===== src/shared/trr_pkg.sv =====
// Constants, register map and helpers for the trace RAM and trigger routing bank.
// Assumes a 16-bit register port with byte offsets as printed and one 100 MHz clock.
`default_nettype none
package trr_pkg;

   // Register byte offsets on the A16 register port
   localparam logic [5:0] OFF_START_HI   = 6'h28;
   localparam logic [5:0] OFF_START_LO   = 6'h2A;
   localparam logic [5:0] OFF_END_HI     = 6'h2C;
   localparam logic [5:0] OFF_END_LO     = 6'h2E;
   localparam logic [5:0] OFF_CUR_HI     = 6'h30;
   localparam logic [5:0] OFF_CUR_LO     = 6'h32;
   localparam logic [5:0] OFF_ADV_ROUTE  = 6'h34;
   localparam logic [5:0] OFF_OPEN_ROUTE = 6'h36;
   localparam logic [5:0] OFF_EDGE_POL   = 6'h38;
   localparam logic [5:0] OFF_SEQ_CTL    = 6'h3A;
   localparam logic [5:0] OFF_BUSY_ROUTE = 6'h3C;
   localparam logic [5:0] OFF_ADV_STATUS = 6'h3E;

   // Widths
   localparam int ADDR_W = 20;
   localparam int TRIG_W = 8;
   localparam int MOD_N  = 6;

   // Field positions of the polarity register
   localparam int POL_ADV_OUT  = 0;
   localparam int POL_ADV_IN   = 1;
   localparam int POL_OPEN_OUT = 2;
   localparam int POL_OPEN_IN  = 3;
   localparam int POL_BUSY     = 4;
   localparam int POL_FAULT    = 8;

   // Field positions of the sequence control register
   localparam int SEQ_RUN      = 0;
   localparam int SEQ_LOOP     = 1;
   localparam int SEQ_PART_LSB = 4;
   localparam int SEQ_ABS_LSB  = 10;

   // Field positions of the status word
   localparam int STAT_BUSY    = 0;
   localparam int STAT_WIDE    = 6;

   // Reset and fill values
   localparam logic [15:0] RSVD_READ  = 16'hFFFF;
   localparam logic [11:0] HI_FILL    = 12'hFFF;
   localparam logic [8:0]  STAT_FILL  = 9'h1FF;
   localparam logic [15:0] ROUTE_RST  = 16'h0000;
   localparam logic [19:0] ADDR_RST   = 20'h00000;

   // Chosen edge of one sampled level
   function automatic logic edge_hit(input logic prev, input logic cur, input logic rising);
      edge_hit = rising ? (cur & ~prev) : (prev & ~cur);
   endfunction : edge_hit

   // High half of a 20-bit address, upper bits read as ones
   function automatic logic [15:0] hi_word(input logic [19:0] a);
      hi_word = {HI_FILL, a[19:16]};
   endfunction : hi_word

endpackage : trr_pkg
`default_nettype wire


===== src/shared/trr_trig_if.sv =====
// Carrier between the register bank and its trigger edge detector.
// Assumes both ends run on the same clock.
`timescale 1ns/1ps
`default_nettype none
interface trr_trig_if;
   logic [7:0] ttl_in;
   logic [7:0] adv_mask;
   logic [7:0] open_mask;
   logic       adv_rise;
   logic       open_rise;
   logic       busy;
   logic       busy_rise;
   logic       adv_hit;
   logic       open_hit;
   logic       busy_hit;
   modport bank (output ttl_in, adv_mask, open_mask, adv_rise, open_rise, busy, busy_rise,
                 input adv_hit, open_hit, busy_hit);
   modport det  (input ttl_in, adv_mask, open_mask, adv_rise, open_rise, busy, busy_rise,
                 output adv_hit, open_hit, busy_hit);
endinterface : trr_trig_if
`default_nettype wire


===== src/trr_bank.sv =====
// Trace RAM address and trigger routing register bank.
// Assumes a single-cycle register strobe port and trigger lines synchronous to CLK.
`timescale 1ns/1ps
`default_nettype none
// How it works
// End address: 4-bit high, 16-bit low, ones above
// Start address: 4-bit high plus 16-bit low
// Current address readable and writable by host
// Advance select upper byte enables output lines
// Advance select lower byte ORs input lines
// Resets clear advance and open selects
// Open select upper byte enables output lines
// Open select lower byte ORs input lines
// Advance input slope picks acting edge
// Output slope bits pick driven edge
// Open input and busy slopes pick edge
// Resets clear lowest four slope bits
// Polarity bit drives fault indicator
// Absent flags zero; device acknowledges absent modules
// Six flags mark modules joining trace
// Wrap restarts trace from start address
// No wrap: halt and clear run bit
// Run bit enables; kept when wrapping
// Busy route byte toggles lines on release
// Busy trigger enable gates busy events
// Any write to advance slot advances
// Status: bit0 settling, bit6 double wide
// Reserved slots ignore writes, read ones
// Advance steps address and applies state
// End found by comparing current with end
module trr_bank
   import trr_pkg::*;
(
   input  wire logic        CLK,
   input  wire logic        RST_B,
   input  wire logic        SOFT_RST,
   input  wire logic        REG_STB,
   input  wire logic        REG_WR,
   input  wire logic [5:0]  REG_ADDR,
   input  wire logic [15:0] REG_WDATA,
   output logic      [15:0] REG_RDATA,
   output logic             REG_ACK,
   input  wire logic [7:0]  TTL_IN,
   output logic      [7:0]  TTL_OUT,
   output logic      [7:0]  TTL_OE,
   input  wire logic        BOARD_BUSY,
   input  wire logic        DOUBLE_WIDE,
   input  wire logic        MOD_CYC,
   input  wire logic [2:0]  MOD_IDX,
   output logic             MOD_SELF_ACK,
   output logic      [5:0]  MODULE_ABSENT,
   output logic      [19:0] TRACE_ADDR,
   output logic             TRACE_APPLY,
   output logic      [5:0]  TRACE_MODULES,
   output logic             RELAY_OPEN,
   output logic             FAULT_INDICATOR_DRIVE
);

   typedef struct packed {
      logic [19:0] start_a;
      logic [19:0] end_a;
      logic [19:0] cur_a;
      logic [15:0] adv_route;
      logic [15:0] open_route;
      logic [15:0] busy_route;
      logic [4:0]  slope;
      logic        fault;
      logic [5:0]  absent;
      logic [5:0]  part;
      logic [1:0]  spare;
      logic        loop_en;
      logic        run;
      logic [15:0] rdata;
      logic        ack;
      logic [7:0]  ttl_out;
      logic [7:0]  ttl_oe;
      logic        apply;
      logic        open_p;
      logic        self_ack;
   } trr_bank_s;

   trr_bank_s  st_r;
   trr_bank_s  st_nxt;
   trr_trig_if tif ();

   logic       wr;
   logic       rd;
   logic       soft_adv;
   logic       adv_evt;
   logic       busy_evt;
   logic [7:0] settle_output_line_mask;
   logic [7:0] act_lvl;
   logic [7:0] idle_lvl;

   // Feed the edge detector from the current settings
   assign tif.ttl_in    = TTL_IN;
   assign tif.adv_mask  = st_r.adv_route[7:0];
   assign tif.open_mask = st_r.open_route[7:0];
   assign tif.adv_rise  = st_r.slope[POL_ADV_IN];
   assign tif.open_rise = st_r.slope[POL_OPEN_IN];
   assign tif.busy      = BOARD_BUSY;
   assign tif.busy_rise = st_r.slope[POL_BUSY];

   trr_edge_det u_det (
      .CLK   (CLK),
      .RST_B (RST_B),
      .tb    (tif.det)
   );

   // Decoded strobes and merged events
   assign wr       = REG_STB & REG_WR;
   assign rd       = REG_STB & ~REG_WR;
   // write of any value advances
   assign soft_adv = wr && (REG_ADDR == OFF_ADV_STATUS);
   assign adv_evt  = tif.adv_hit | soft_adv;
   // busy events only when enabled
   assign busy_evt = tif.busy_hit & st_r.busy_route[0];
   assign settle_output_line_mask = st_r.busy_route[15:8];

   // Output line levels; advance wins a shared line, then open, then busy
   always_comb
   begin
      act_lvl  = '0;
      idle_lvl = '0;
      for (int i = 0; i < TRIG_W; i++)
      begin
         // output edge polarity
         if (st_r.adv_route[8 + i])
         begin
            act_lvl[i]  = st_r.slope[POL_ADV_OUT];
            idle_lvl[i] = ~st_r.slope[POL_ADV_OUT];
         end
         else if (st_r.open_route[8 + i])
         begin
            act_lvl[i]  = st_r.slope[POL_OPEN_OUT];
            idle_lvl[i] = ~st_r.slope[POL_OPEN_OUT];
         end
         else
         begin
            // Busy release drives a rising active edge by default
            act_lvl[i]  = 1'b1;
            idle_lvl[i] = 1'b0;
         end
      end
   end

   // Next state: host writes first, trace stepping and resets after
   always_comb
   begin
      st_nxt          = st_r;
      st_nxt.ack      = REG_STB;
      st_nxt.apply    = 1'b0;
      st_nxt.self_ack = 1'b0;

      // Host writes
      if (wr)
      begin
         case (REG_ADDR)
            // start address halves
            OFF_START_HI:   st_nxt.start_a[19:16] = REG_WDATA[3:0];
            OFF_START_LO:   st_nxt.start_a[15:0]  = REG_WDATA;
            // end address, upper bits dropped
            OFF_END_HI:     st_nxt.end_a[19:16]   = REG_WDATA[3:0];
            OFF_END_LO:     st_nxt.end_a[15:0]    = REG_WDATA;
            // host sets current address
            OFF_CUR_HI:     st_nxt.cur_a[19:16]   = REG_WDATA[3:0];
            OFF_CUR_LO:     st_nxt.cur_a[15:0]    = REG_WDATA;
            // advance routing
            OFF_ADV_ROUTE:  st_nxt.adv_route      = REG_WDATA;
            // open routing
            OFF_OPEN_ROUTE: st_nxt.open_route     = REG_WDATA;
            OFF_EDGE_POL:
            begin
               st_nxt.slope = REG_WDATA[4:0];
               // fault indicator bit
               st_nxt.fault = REG_WDATA[POL_FAULT];
            end
            OFF_SEQ_CTL:
            begin
               // absent module flags
               st_nxt.absent  = REG_WDATA[15:10];
               // trace participation flags
               st_nxt.part    = REG_WDATA[9:4];
               st_nxt.spare   = REG_WDATA[3:2];
               st_nxt.loop_en = REG_WDATA[SEQ_LOOP];
               st_nxt.run     = REG_WDATA[SEQ_RUN];
            end
            // busy routing byte and spares
            OFF_BUSY_ROUTE: st_nxt.busy_route     = REG_WDATA;
            // reserved slots ignore writes
            default:        st_nxt.busy_route     = st_r.busy_route;
         endcase
      end

      // step on advance while running
      if (adv_evt && st_r.run)
      begin
         st_nxt.apply = 1'b1;
         // end found by address compare
         if (st_r.cur_a == st_r.end_a)
         begin
            // wrap to start of region
            if (st_r.loop_en)
               st_nxt.cur_a = st_r.start_a;
            else
               // halt and clear run
               st_nxt.run = 1'b0;
            // run kept while wrapping
         end
         else
            st_nxt.cur_a = st_r.cur_a + 20'h00001;
      end

      // Trigger outputs pulse to the active level for one cycle
      st_nxt.ttl_oe  = st_r.adv_route[15:8] | st_r.open_route[15:8] | settle_output_line_mask;
      st_nxt.ttl_out = idle_lvl;
      for (int i = 0; i < TRIG_W; i++)
      begin
         // advance toggles enabled lines
         if (adv_evt && st_r.adv_route[8 + i])
            st_nxt.ttl_out[i] = act_lvl[i];
         // open toggles enabled lines
         else if (tif.open_hit && st_r.open_route[8 + i])
            st_nxt.ttl_out[i] = act_lvl[i];
         // busy release toggles lines
         else if (busy_evt && settle_output_line_mask[i])
            st_nxt.ttl_out[i] = act_lvl[i];
      end
      st_nxt.open_p = tif.open_hit;

      // self acknowledge absent module cycles
      if (MOD_CYC && (MOD_IDX < 3'h6))
         st_nxt.self_ack = st_r.absent[MOD_IDX];

      // Read data, registered with the acknowledge
      if (rd)
      begin
         case (REG_ADDR)
            OFF_START_HI:   st_nxt.rdata = hi_word(st_r.start_a);
            OFF_START_LO:   st_nxt.rdata = st_r.start_a[15:0];
            // high word reads ones above
            OFF_END_HI:     st_nxt.rdata = hi_word(st_r.end_a);
            OFF_END_LO:     st_nxt.rdata = st_r.end_a[15:0];
            // current address readback
            OFF_CUR_HI:     st_nxt.rdata = hi_word(st_r.cur_a);
            OFF_CUR_LO:     st_nxt.rdata = st_r.cur_a[15:0];
            OFF_SEQ_CTL:    st_nxt.rdata = {st_r.absent, st_r.part, st_r.spare,
                                            st_r.loop_en, st_r.run};
            OFF_BUSY_ROUTE: st_nxt.rdata = st_r.busy_route;
            // settle and width status
            OFF_ADV_STATUS: st_nxt.rdata = {STAT_FILL, DOUBLE_WIDE, 5'h00, BOARD_BUSY};
            // reserved and write-only read ones
            default:        st_nxt.rdata = RSVD_READ;
         endcase
      end

      // soft reset clears selections
      if (SOFT_RST)
      begin
         st_nxt.adv_route  = ROUTE_RST;
         st_nxt.open_route = ROUTE_RST;
         st_nxt.busy_route = ROUTE_RST;
         st_nxt.slope[3:0] = 4'h0;
      end
   end

   // State register; hard reset clears everything, absent flags included
   always_ff @(posedge CLK or negedge RST_B)
   begin
      if (!RST_B)
      begin
         st_r         <= '0;
         st_r.start_a <= ADDR_RST;
         st_r.end_a   <= ADDR_RST;
         st_r.cur_a   <= ADDR_RST;
      end
      else
         st_r <= st_nxt;
   end

   // Outputs straight from the state register
   assign REG_RDATA             = st_r.rdata;
   assign REG_ACK               = st_r.ack;
   assign TTL_OUT               = st_r.ttl_out;
   assign TTL_OE                = st_r.ttl_oe;
   assign MOD_SELF_ACK          = st_r.self_ack;
   assign MODULE_ABSENT         = st_r.absent;
   assign TRACE_ADDR            = st_r.cur_a;
   assign TRACE_APPLY           = st_r.apply;
   assign TRACE_MODULES         = st_r.part;
   assign RELAY_OPEN            = st_r.open_p;
   assign FAULT_INDICATOR_DRIVE = st_r.fault;

   // Checks kept beside the logic
   a_soft_route_clr: assert property (@(posedge CLK) disable iff (!RST_B)
      SOFT_RST |=> (st_r.adv_route == 16'h0000) && (st_r.open_route == 16'h0000))
      else $error("soft reset left routing set");

   a_soft_slope_clr: assert property (@(posedge CLK) disable iff (!RST_B)
      SOFT_RST |=> (st_r.slope[3:0] == 4'h0) && !st_r.busy_route[0])
      else $error("soft reset left slope or busy enable set");

   a_wrap_to_start: assert property (@(posedge CLK) disable iff (!RST_B)
      (adv_evt && st_r.run && st_r.loop_en && st_r.cur_a == st_r.end_a && (!wr || soft_adv))
      |=> (TRACE_ADDR == $past(st_r.start_a)) && st_r.run)
      else $error("wrap did not restart at start");

   a_halt_clear_run: assert property (@(posedge CLK) disable iff (!RST_B)
      (adv_evt && st_r.run && !st_r.loop_en && st_r.cur_a == st_r.end_a && (!wr || soft_adv))
      |=> !st_r.run && $stable(TRACE_ADDR) ##1 !TRACE_APPLY)
      else $error("trace did not halt at end");

   a_step_next: assert property (@(posedge CLK) disable iff (!RST_B)
      (adv_evt && st_r.run && st_r.cur_a != st_r.end_a && (!wr || soft_adv))
      |=> TRACE_APPLY && (TRACE_ADDR == $past(st_r.cur_a) + 20'h00001))
      else $error("advance did not step address");

   a_soft_advance: assert property (@(posedge CLK) disable iff (!RST_B)
      (soft_adv && st_r.run) |=> TRACE_APPLY)
      else $error("write to advance slot ignored");

   a_rsvd_ones: assert property (@(posedge CLK) disable iff (!RST_B)
      (rd && REG_ADDR < OFF_START_HI) |=> REG_ACK && (REG_RDATA == 16'hFFFF))
      else $error("reserved slot did not read ones");

   a_end_hi_fill: assert property (@(posedge CLK) disable iff (!RST_B)
      (rd && REG_ADDR == OFF_END_HI) |=> (REG_RDATA[15:4] == 12'hFFF)
      && (REG_RDATA[3:0] == $past(st_r.end_a[19:16])))
      else $error("end high word wrong");

   a_absent_ack: assert property (@(posedge CLK) disable iff (!RST_B)
      (MOD_CYC && MOD_IDX < 3'h6 && st_r.absent[MOD_IDX]) |=> MOD_SELF_ACK)
      else $error("absent module cycle not acknowledged");

   a_fault_drive: assert property (@(posedge CLK) disable iff (!RST_B)
      (wr && REG_ADDR == OFF_EDGE_POL) |=> FAULT_INDICATOR_DRIVE == $past(REG_WDATA[8]))
      else $error("fault indicator not following write");

endmodule : trr_bank
`default_nettype wire


===== src/trr_edge_det.sv =====
// Edge detector for routed trigger inputs and the board busy line.
// Assumes inputs already synchronous to CLK; hits are one-cycle pulses.
`timescale 1ns/1ps
`default_nettype none
module trr_edge_det
   import trr_pkg::*;
(
   input  wire logic   CLK,
   input  wire logic   RST_B,
   trr_trig_if.det     tb
);

   typedef struct packed {
      logic adv_prev;
      logic open_prev;
      logic busy_prev;
      logic adv_hit;
      logic open_hit;
      logic busy_hit;
   } trr_det_s;

   trr_det_s st_r;
   trr_det_s st_nxt;
   logic     adv_lvl;
   logic     open_lvl;

   // Enabled lines merged before edge detection
   always_comb
   begin
      // enabled lines ORed
      adv_lvl         = |(tb.ttl_in & tb.adv_mask);
      // enabled lines ORed
      open_lvl        = |(tb.ttl_in & tb.open_mask);
      st_nxt.adv_prev  = adv_lvl;
      st_nxt.open_prev = open_lvl;
      st_nxt.busy_prev = tb.busy;
      // advance input slope
      st_nxt.adv_hit   = edge_hit(st_r.adv_prev, adv_lvl, tb.adv_rise);
      // open and busy slope
      st_nxt.open_hit  = edge_hit(st_r.open_prev, open_lvl, tb.open_rise);
      st_nxt.busy_hit  = edge_hit(st_r.busy_prev, tb.busy, tb.busy_rise);
   end

   // State register
   always_ff @(posedge CLK or negedge RST_B)
   begin
      if (!RST_B)
         st_r <= '0;
      else
         st_r <= st_nxt;
   end

   assign tb.adv_hit  = st_r.adv_hit;
   assign tb.open_hit = st_r.open_hit;
   assign tb.busy_hit = st_r.busy_hit;

   // a rising merged input gives one hit
   a_adv_rise_hit: assert property (@(posedge CLK) disable iff (!RST_B)
      (tb.adv_rise && !st_r.adv_prev && |(tb.ttl_in & tb.adv_mask)) |=> st_r.adv_hit)
      else $error("advance input edge missed");

endmodule : trr_edge_det
`default_nettype wire


===== config.mk =====
export PLATFORM = sky130hd
export DESIGN_NAME = trr_bank
export DESIGN_NICKNAME = d
export VERILOG_FILES = /design/src/shared/trr_pkg.sv /design/src/shared/trr_trig_if.sv /design/src/trr_bank.sv /design/src/trr_edge_det.sv
export SDC_FILE = /design/constraint.sdc
export NUM_CORES = 1
export LEC_CHECK = 0
export CAP_MARGIN = 20
export CELL_PAD_IN_SITES_DETAIL_PLACEMENT = 1
export CELL_PAD_IN_SITES_GLOBAL_PLACEMENT = 1
export CORE_ASPECT_RATIO = 0.75
export CORE_MARGIN = 2
export CORE_UTILIZATION = 50
export DETAILED_ROUTE_END_ITERATION = 10
export DONT_BUFFER_PORTS = 1
export GPL_TIMING_DRIVEN = 0
export PLACE_DENSITY_LB_ADDON = 0.1
export SYNTH_ARGS = -nofsm -noshare
export SYNTH_HDL_FRONTEND = slang
export SYNTH_HIERARCHICAL = 1
export SYNTH_SLANG_ARGS = --single-unit

===== constraint.sdc =====
create_clock -name CLK -period 2.9 [get_ports CLK]
set_clock_uncertainty 0.15 [all_clocks]
set_input_delay 0.435 -clock CLK [delete_from_list [all_inputs] [get_ports CLK]]
set_output_delay 0.435 -clock CLK [all_outputs]
set_load 0.03 [all_outputs]

==> flow_metrics.py, run 1 <==
metrics = {
    "sta": {
        "tightest_slew_ns": 1.14,
        "hold_viol": 172,
        "fin_crit_ns": 2.74,
        "grt_setup_unrepaired": "false",
        "slew_headroom_pct": 23.7,
        "final-setup-viol-count": 0,
        "final.setup.tns_ns": 0,
        "max_freq_ghz": 0.365,
        "min_period_over_period_pct": 94.4,
        "final_max_slew_viol_count": 0,
        "hold_slack_ns": -0.469,
    },
    "floorplanning": {
        "num_rows": 42,
        "fp.dieArea_um2": 19200,
        "coreArea_um2": 17700,
        "ioPinCount": 110,
        "fp.dieH_um": 120,
        "die_w_um": 159,
        "start_util_pct": 51.2,
    },
    "run_status": {
        "status": "finished with violations",
        "violations": "negative hold slack",
    },
    "critical_path": {
        "arrival_ns": 2.89,
        "crit_required_ns": 3.05,
        "crit_path_max_fanout": 10,
        "cp-start-kind": "register",
        "critPathKind": "reg2reg",
        "end_kind": "register",
    },
    "logic_synthesis": {
        "synth-adder-area-share_pct": 0.138,
        "synth_most_common_cell": "dfrtp_1",
        "yosysWarnings": 6,
        "async_flop_share_pct": 100,
        "synth_compound_area_share_pct": 13.3,
        "synth_commonest_cells": "dfrtp_1 (172), nand2_1 (104), buf_4 (65), a21oi_1 (61), a22oi_1 (59)",
        "synth_edf_count": 0,
        "synthCells": 884,
        "dominantRegCellSynth": "dfrtp_1",
        "syn_area_per_cell_um2": 10.2,
        "synth_top_family_by_area": "simple AND/OR/NAND/NOR gates",
        "ys_types": 55,
        "netlist_area_um2": 9050,
        "synthesis.nets": 926,
        "synth_area_leaders": "dfrtp_1 (48%), mux2_2 (7.1%), buf_4 (5.4%), a22oi_1 (4.9%), nand2_1 (4.3%)",
        "synthSimpleGateAreaFrac_pct": 15.1,
        "synthXorXnorAreaFrac_pct": 4.94,
        "synthMuxAreaShare_pct": 10.6,
        "yosys.area.top_type": "dfrtp_1",
        "yosysSeqAreaShare_pct": 47.6,
        "ys_seq_elements": 172,
        "synth_top_area_share_pct": 47.6,
    },
    "global_route": {
        "grt_overflow": 0,
        "first_global_vias": 7834,
        "grt_max_degree": 173,
        "grt_usage_pct": 32.5,
        "antenna_found_initial": 0,
        "grt_pass1_wl_um": 46700,
    },
    "clock_tree": {
        "clk_transition_reported_paths_ns": 0.07,
        "cts_tree": "yes",
        "cts_buffers": 17,
        "clk_latency_ns": 0.45,
        "cts_sinks": 172,
        "htreeDepth": 4,
        "clockRootBuffer": "clkbuf_16",
        "ctsHoldBuffers": 15,
        "clockBufferDepth": 2,
        "cts_setup_buffers": 0,
    },
    "final_layout": {
        "multi_input_area_um2": 3990,
        "final_nets": 960,
        "diodes": 0,
        "regArea_um2": 4300,
        "drive_above_1_share_pct": 21.3,
        "syn_to_final_growth_pct": 11.9,
        "fillers": 1973,
    },
    "detailed_routing": {
        "viasPerCell": 6.29,
        "ant_nets": 0,
        "drc_errors": 0,
        "wl_um": 30400,
        "vias": 7376,
        "drtPass1Iterations": 7,
        "drtIter0Drc": 753,
        "routedWlPerCell_um": 25.9,
    },
    "power_and_ir_drop": {
        "peakVddDrop_uv": 381,
        "powerDensity_nw_per_um2": 580,
        "p_leak_nw": 4.62,
    },
    "placement": {
        "portBuffers": 0,
        "hpwlAfterDp_um": 20800,
        "gp_congestion": 0.885,
    },
    "min_path": {
        "hp-class": "in2async",
    },
    "run": {
        "cap_violations": 0,
    },
}
## kinds of logic after synthesis
family	Yosys count
muxes	87
and+or+nand+nor	270
adders and majority gates	1
DFF	172
xor gates and xnor gates	51
buffers and inverters	127
AOI/OAI and AO/OA	176
## per-layer routing
layer,GRT usage [%],part of all wire (%),vias up
met2,50.8,46,287
met1,45.7,46,3890
li1,-,-,3160
met4,10.3,1.7,0
met3,6.93,6.5,39
met5,0,0,-
## state kept, by name (all words and copies together), names as in the netlist, 3 cells and up
name	flops
MODULE_ABSENT	6
u_det/st_r	3
st_r	89
TRACE_ADDR	20
TRACE_MODULES	6
TTL_OUT	8
TTL_OE	8
settle_output_line_mask	8
REG_RDATA	16
## path summary, 6_finish.rpt
| path | startpoint | end | slack [ns] | cells past startpoint |
|---|---|---|---|---|
| setup / recovery | TRACE_ADDR[4] | TRACE_ADDR[8] | 0.16 | 8 |
| hold / removal | RST_B | st_r[162] | -0.47 | 0 |
| setup reg to reg | TRACE_ADDR[4] | TRACE_ADDR[8] | 0.16 | 8 |
| hold reg to reg | u_det/tb.open_hit | RELAY_OPEN | 0.23 | 0 |
| max in group asynchronous | RST_B | settle_output_line_mask[4] | 2.80 | 0 |
| min in group CLK | REG_WDATA[7] | st_r[97] | 0 | 2 |
## cell usage in the layout, fill, tap and decap left out, types with 4 or more instances in the layout
| cell | count |
|---|---|
| nor4_1 | 9 |
| dfrtp_1 | 172 |
| buf_4 | 65 |
| a21oi_1 | 61 |
| or3_1 | 11 |
| a221oi_1 | 8 |
| dlygate4sd3_1 | 15 |
| inv_6 | 5 |
| a31oi_1 | 5 |
| a211oi_1 | 5 |
| and3_1 | 5 |
| xor2_1 | 17 |
| clkbuf_1 | 33 |
| a22oi_1 | 59 |
| o21ai_0 | 5 |
| nand2b_1 | 8 |
| nor3_1 | 6 |
| nand3_1 | 45 |
| nor2_1 | 32 |
| nor2b_1 | 11 |
| mux2_2 | 57 |
| o22a_1 | 9 |
| and2_1 | 4 |
| buf_2 | 19 |
| nand2_1 | 104 |
| clkbuf_16 | 17 |
| mux2i_1 | 29 |
| o2bb2ai_1 | 12 |
| nand4_1 | 10 |
| xnor2_1 | 34 |
## critical path, stage by stage (launching register included)
cell	delay (ns)
dfrtp_1	0.36
clkbuf_1	0.42
xnor2_1	0.19
nand4_1	0.20
nor4_4	0.38
nand3_1	0.28
buf_2	0.31
o2bb2ai_1	0.20
a22oi_1	0.11
## cell type report
type                       count  area share (%)
multi-input combinational    585            39.4
clock buffer                  17            4.20
sequential                   172            42.5
timing repair buffer          16            1.56
buffer                       122            7.34
tap                          242            2.99
inverter                       4           0.148
clock inverter                15            1.83
## power by group
group | leakage (nW) | internal, mW | switching, mW
sequential | 2.29 | 2.52 | 0.147
combinational | 2.03 | 0.303 | 0.467
clock | 0.301 | 1.37 | 1.07
total | 4.62 | 4.19 | 1.68
## stage by stage
stage               utilization (%)  cell area (µm²)  total power [mW]  std cells  worst slack (ns)
CTS                            57.3            10100              5.85       1173             0.132
global route                   57.3            10100              6.03       1173            0.0420
finish                         57.3            10100              5.87       1173             0.162
detailed placement             52.9             9350              3.41       1126           -0.0794
global placement               52.9             9350              3.38       1126            0.0185
floorplan                         -             9050              3.23        884             0.732
## repair_timing
item | in CTS | in global routing
endpoints found under the hold margin | 243 | 172
endpoints found under the setup margin | 0 | 11
gates resized for setup | 0 | 1
No activity file was read; power rests on OpenSTA's default activity.
==> inputs of run 2 (changes only) <==
--- a/config.mk
+++ b/config.mk
@@ -13,7 +13,6 @@
 export CORE_UTILIZATION = 50
 export DETAILED_ROUTE_END_ITERATION = 10
 export DONT_BUFFER_PORTS = 1
-export GPL_TIMING_DRIVEN = 0
 export PLACE_DENSITY_LB_ADDON = 0.1
 export SYNTH_ARGS = -nofsm -noshare
 export SYNTH_HDL_FRONTEND = slang
==> run 2 against run 1 <==
Net effect:
- the flow still finishes with violations (negative hold slack)
- register-to-register slack improved by 0.19 ns
- via count fell by 4.8%
- largest power group unchanged
- non-clock buffer count fell by 68
- sequential share of layout area rose by 1.5 points
- flip-flop and latch count did not move
- final cell count fell by 5.9%
- die area did not move
- clock-buffer cell count rose by 3
- combinational power fell by 15%
- largest cell class unchanged
==> flow_metrics.py, run 2 (synthesis results as in run 1) <==
metrics = {
    "run_status": {
        "status": "finished with violations",
        "violations": "negative hold slack",
    },
    "sta": {
        "min_period_over_period_pct": 87.9,
        "slew_headroom_pct": 27.8,
        "final.setup.tns_ns": 0,
        "final-setup-viol-count": 0,
        "fin_crit_ns": 2.55,
        "tightest_slew_ns": 1.08,
        "hold_viol": 172,
        "grt_setup_unrepaired": "false",
        "max_freq_ghz": 0.392,
        "hold_slack_ns": -0.465,
        "final_max_slew_viol_count": 0,
    },
    "global_route": {
        "grt.met3_usage_pct": 6.59,
        "met2_usage_pct": 51.0,
        "grt_pass1_wl_um": 45700,
        "first_global_vias": 7499,
        "grt_max_degree": 173,
        "antenna_found_initial": 0,
        "grt_usage_pct": 31.9,
        "grt-busiest-layer": "met2",
        "grt_overflow": 0,
        "gr-usage-met1_pct": 44.2,
    },
    "detailed_routing": {
        "vias": 7025,
        "drc_errors": 0,
        "wl_um": 29900,
        "viasPerCell": 6.36,
        "drtIter0Drc": 629,
        "drtPass1Iterations": 5,
        "routedWlPerCell_um": 27.1,
        "ant_nets": 0,
    },
    "run": {
        "cap_violations": 0,
    },
    "floorplanning": {
        "start_util_pct": 51.2,
        "ioPinCount": 110,
        "fp.dieArea_um2": 19200,
        "fp.dieH_um": 120,
        "num_rows": 42,
        "die_w_um": 159,
        "coreArea_um2": 17700,
    },
    "clock_tree": {
        "cts_resized": 0,
        "htreeDepth": 4,
        "cts_tree": "yes",
        "cts_sinks": 172,
        "clk_latency_ns": 0.44,
        "clockRootBuffer": "clkbuf_16",
        "clk_transition_reported_paths_ns": 0.07,
        "cts_buffers": 17,
        "clockBufferDepth": 2,
    },
    "placement": {
        "gp_congestion": 0.910,
        "dp.cells": 1047,
        "hpwlAfterDp_um": 19700,
        "portBuffers": 0,
    },
    "power_and_ir_drop": {
        "powerDensity_nw_per_um2": 574,
        "intPower_mw": 4.04,
        "power.switching_mw": 1.57,
        "seqPwrFrac_pct": 48.4,
        "peakVddDrop_uv": 315,
        "pwr-share-comb_pct": 11.6,
        "p_leak_nw": 4.40,
        "sw_frac_of_total_pct": 27.9,
        "power_frac_clock_pct": 39.9,
    },
    "min_path": {
        "hp-class": "in2async",
    },
    "critical_path": {
        "reg2reg_depth": 7,
        "arrival_ns": 2.74,
        "crit_slowest_cell": "nor4_2",
        "crit_chain": "xnor2_1 -> nand4_1 -> nor4_2 -> nand2_2 -> buf_4 -> o2bb2ai_1 -> a22oi_1",
        "cp-start-kind": "register",
        "crit_required_ns": 3.09,
        "cp_num_buf_inv": 1,
        "path_delay_family": "simple AND/OR/NAND/NOR gates",
        "rr_endpoint": "TRACE_ADDR[11]",
        "crit_path_max_fanout": 18,
        "r2r_setup_slack_ns": 0.35,
        "r2r_start": "st_r[134]",
        "cp_num_cells": 7,
        "worst_path_largest_cell_delay_ns": 0.50,
        "end_kind": "register",
        "crit_start": "st_r[134]",
        "setup.worst_path.end": "TRACE_ADDR[11]",
        "critPathKind": "reg2reg",
    },
    "final_layout": {
        "drive_above_1_share_pct": 17.7,
        "diodes": 0,
        "regArea_um2": 4300,
        "stdcell_count": 1104,
        "regMostFlops": "st_r",
        "layout_common_cells": "dfrtp_1 (172), nand2_1 (104), a21oi_1 (61)",
        "final_nets": 892,
        "syn_to_final_growth_pct": 8.06,
        "fillers": 1945,
        "largest_reg_flops": 89,
        "multi_input_area_um2": 3990,
        "final_common_cell": "dfrtp_1",
    },
}
==> run 2: cell types whose count changed in the layout (fill, tap and decap cells not counted), moves of 3 or more <==
cell,previous run,this run
clkbuf_1,33,3
buf_4,65,44
buf_2,19,0
dlygate4sd3_1,15,25
inv_6,5,0
buf_1,3,0
clkinvlp_4,1,4
==> run 2: final cells by class <==
cell class / count / share of cell area [%]
clock inverter: 11 / 1.25
multi-input combinational: 585 / 40.9
inverter: 4 / 0.154
timing repair buffer: 70 / 6.14
clock buffer: 20 / 4.47
tap: 242 / 3.10
sequential: 172 / 44.0
==> run 2: worst reg2reg max path: cells and delay by family (launching register included) <==
family	cells	cell delay [ns]
simple gates	3	1.01
compound gates	2	0.39
xor+xnor	1	0.19
flops	1	0.42
buf+inv	1	0.29
==> run 2: worst min-delay path by stage <==
stage,start,end,slack (ns),cells past startpoint
2_1_floorplan,RST_B,FAULT_INDICATOR_DRIVE,-0.01,0
3_3_place_gp,RST_B,st_r[164],-0.005,0
3_5_place_dp,RST_B,st_r[164],-0.004,0
4_1_cts,RST_B,REG_RDATA[3],-0.47,0
5_1_grt,RST_B,st_r[164],-0.48,0
6_report,RST_B,st_r[164],-0.46,0
==> run 2: repair_timing <==
item                                   4_1_cts  5_1_grt
hold buffers                                24        2
endpoints found under the hold margin      277      174
setup endpoints to repair                    0        0
buffers inserted                             0        0
==> run 2: per-layer routing <==
metal	up-vias	routed length (µm)
met5	-	0
met1	3680	13100
met4	0	600
met3	46	2100
li1	3021	-
met2	278	14000
==> run 2: power groups by stage <==
stage / combinational, mW / sequential, mW / clock, mW
global placement: 0.555 / 2.75 / 0
detailed placement: 0.573 / 2.75 / 0
CTS: 0.645 / 2.71 / 2.26
finish: 0.653 / 2.71 / 2.24
global route: 0.694 / 2.72 / 2.36
floorplan: 0.583 / 2.64 / 0
==> run 2: stage by stage <==
| stage | setup WS, ns | cell area, µm² | total power, mW | util (%) | hold WS [ns] |
|---|---|---|---|---|---|
| after floorplan | 0.732 | 9050 | 3.23 | - | -0.0106 |
| after global placement | 0.515 | 8950 | 3.30 | 50.7 | -0.00464 |
| after detailed placement | 0.371 | 8950 | 3.33 | 50.7 | -0.00392 |
| after CTS | 0.384 | 9760 | 5.61 | 55.3 | -0.474 |
| after global routing | 0.187 | 9780 | 5.77 | 55.4 | -0.480 |
| final | 0.350 | 9780 | 5.61 | 55.4 | -0.465 |
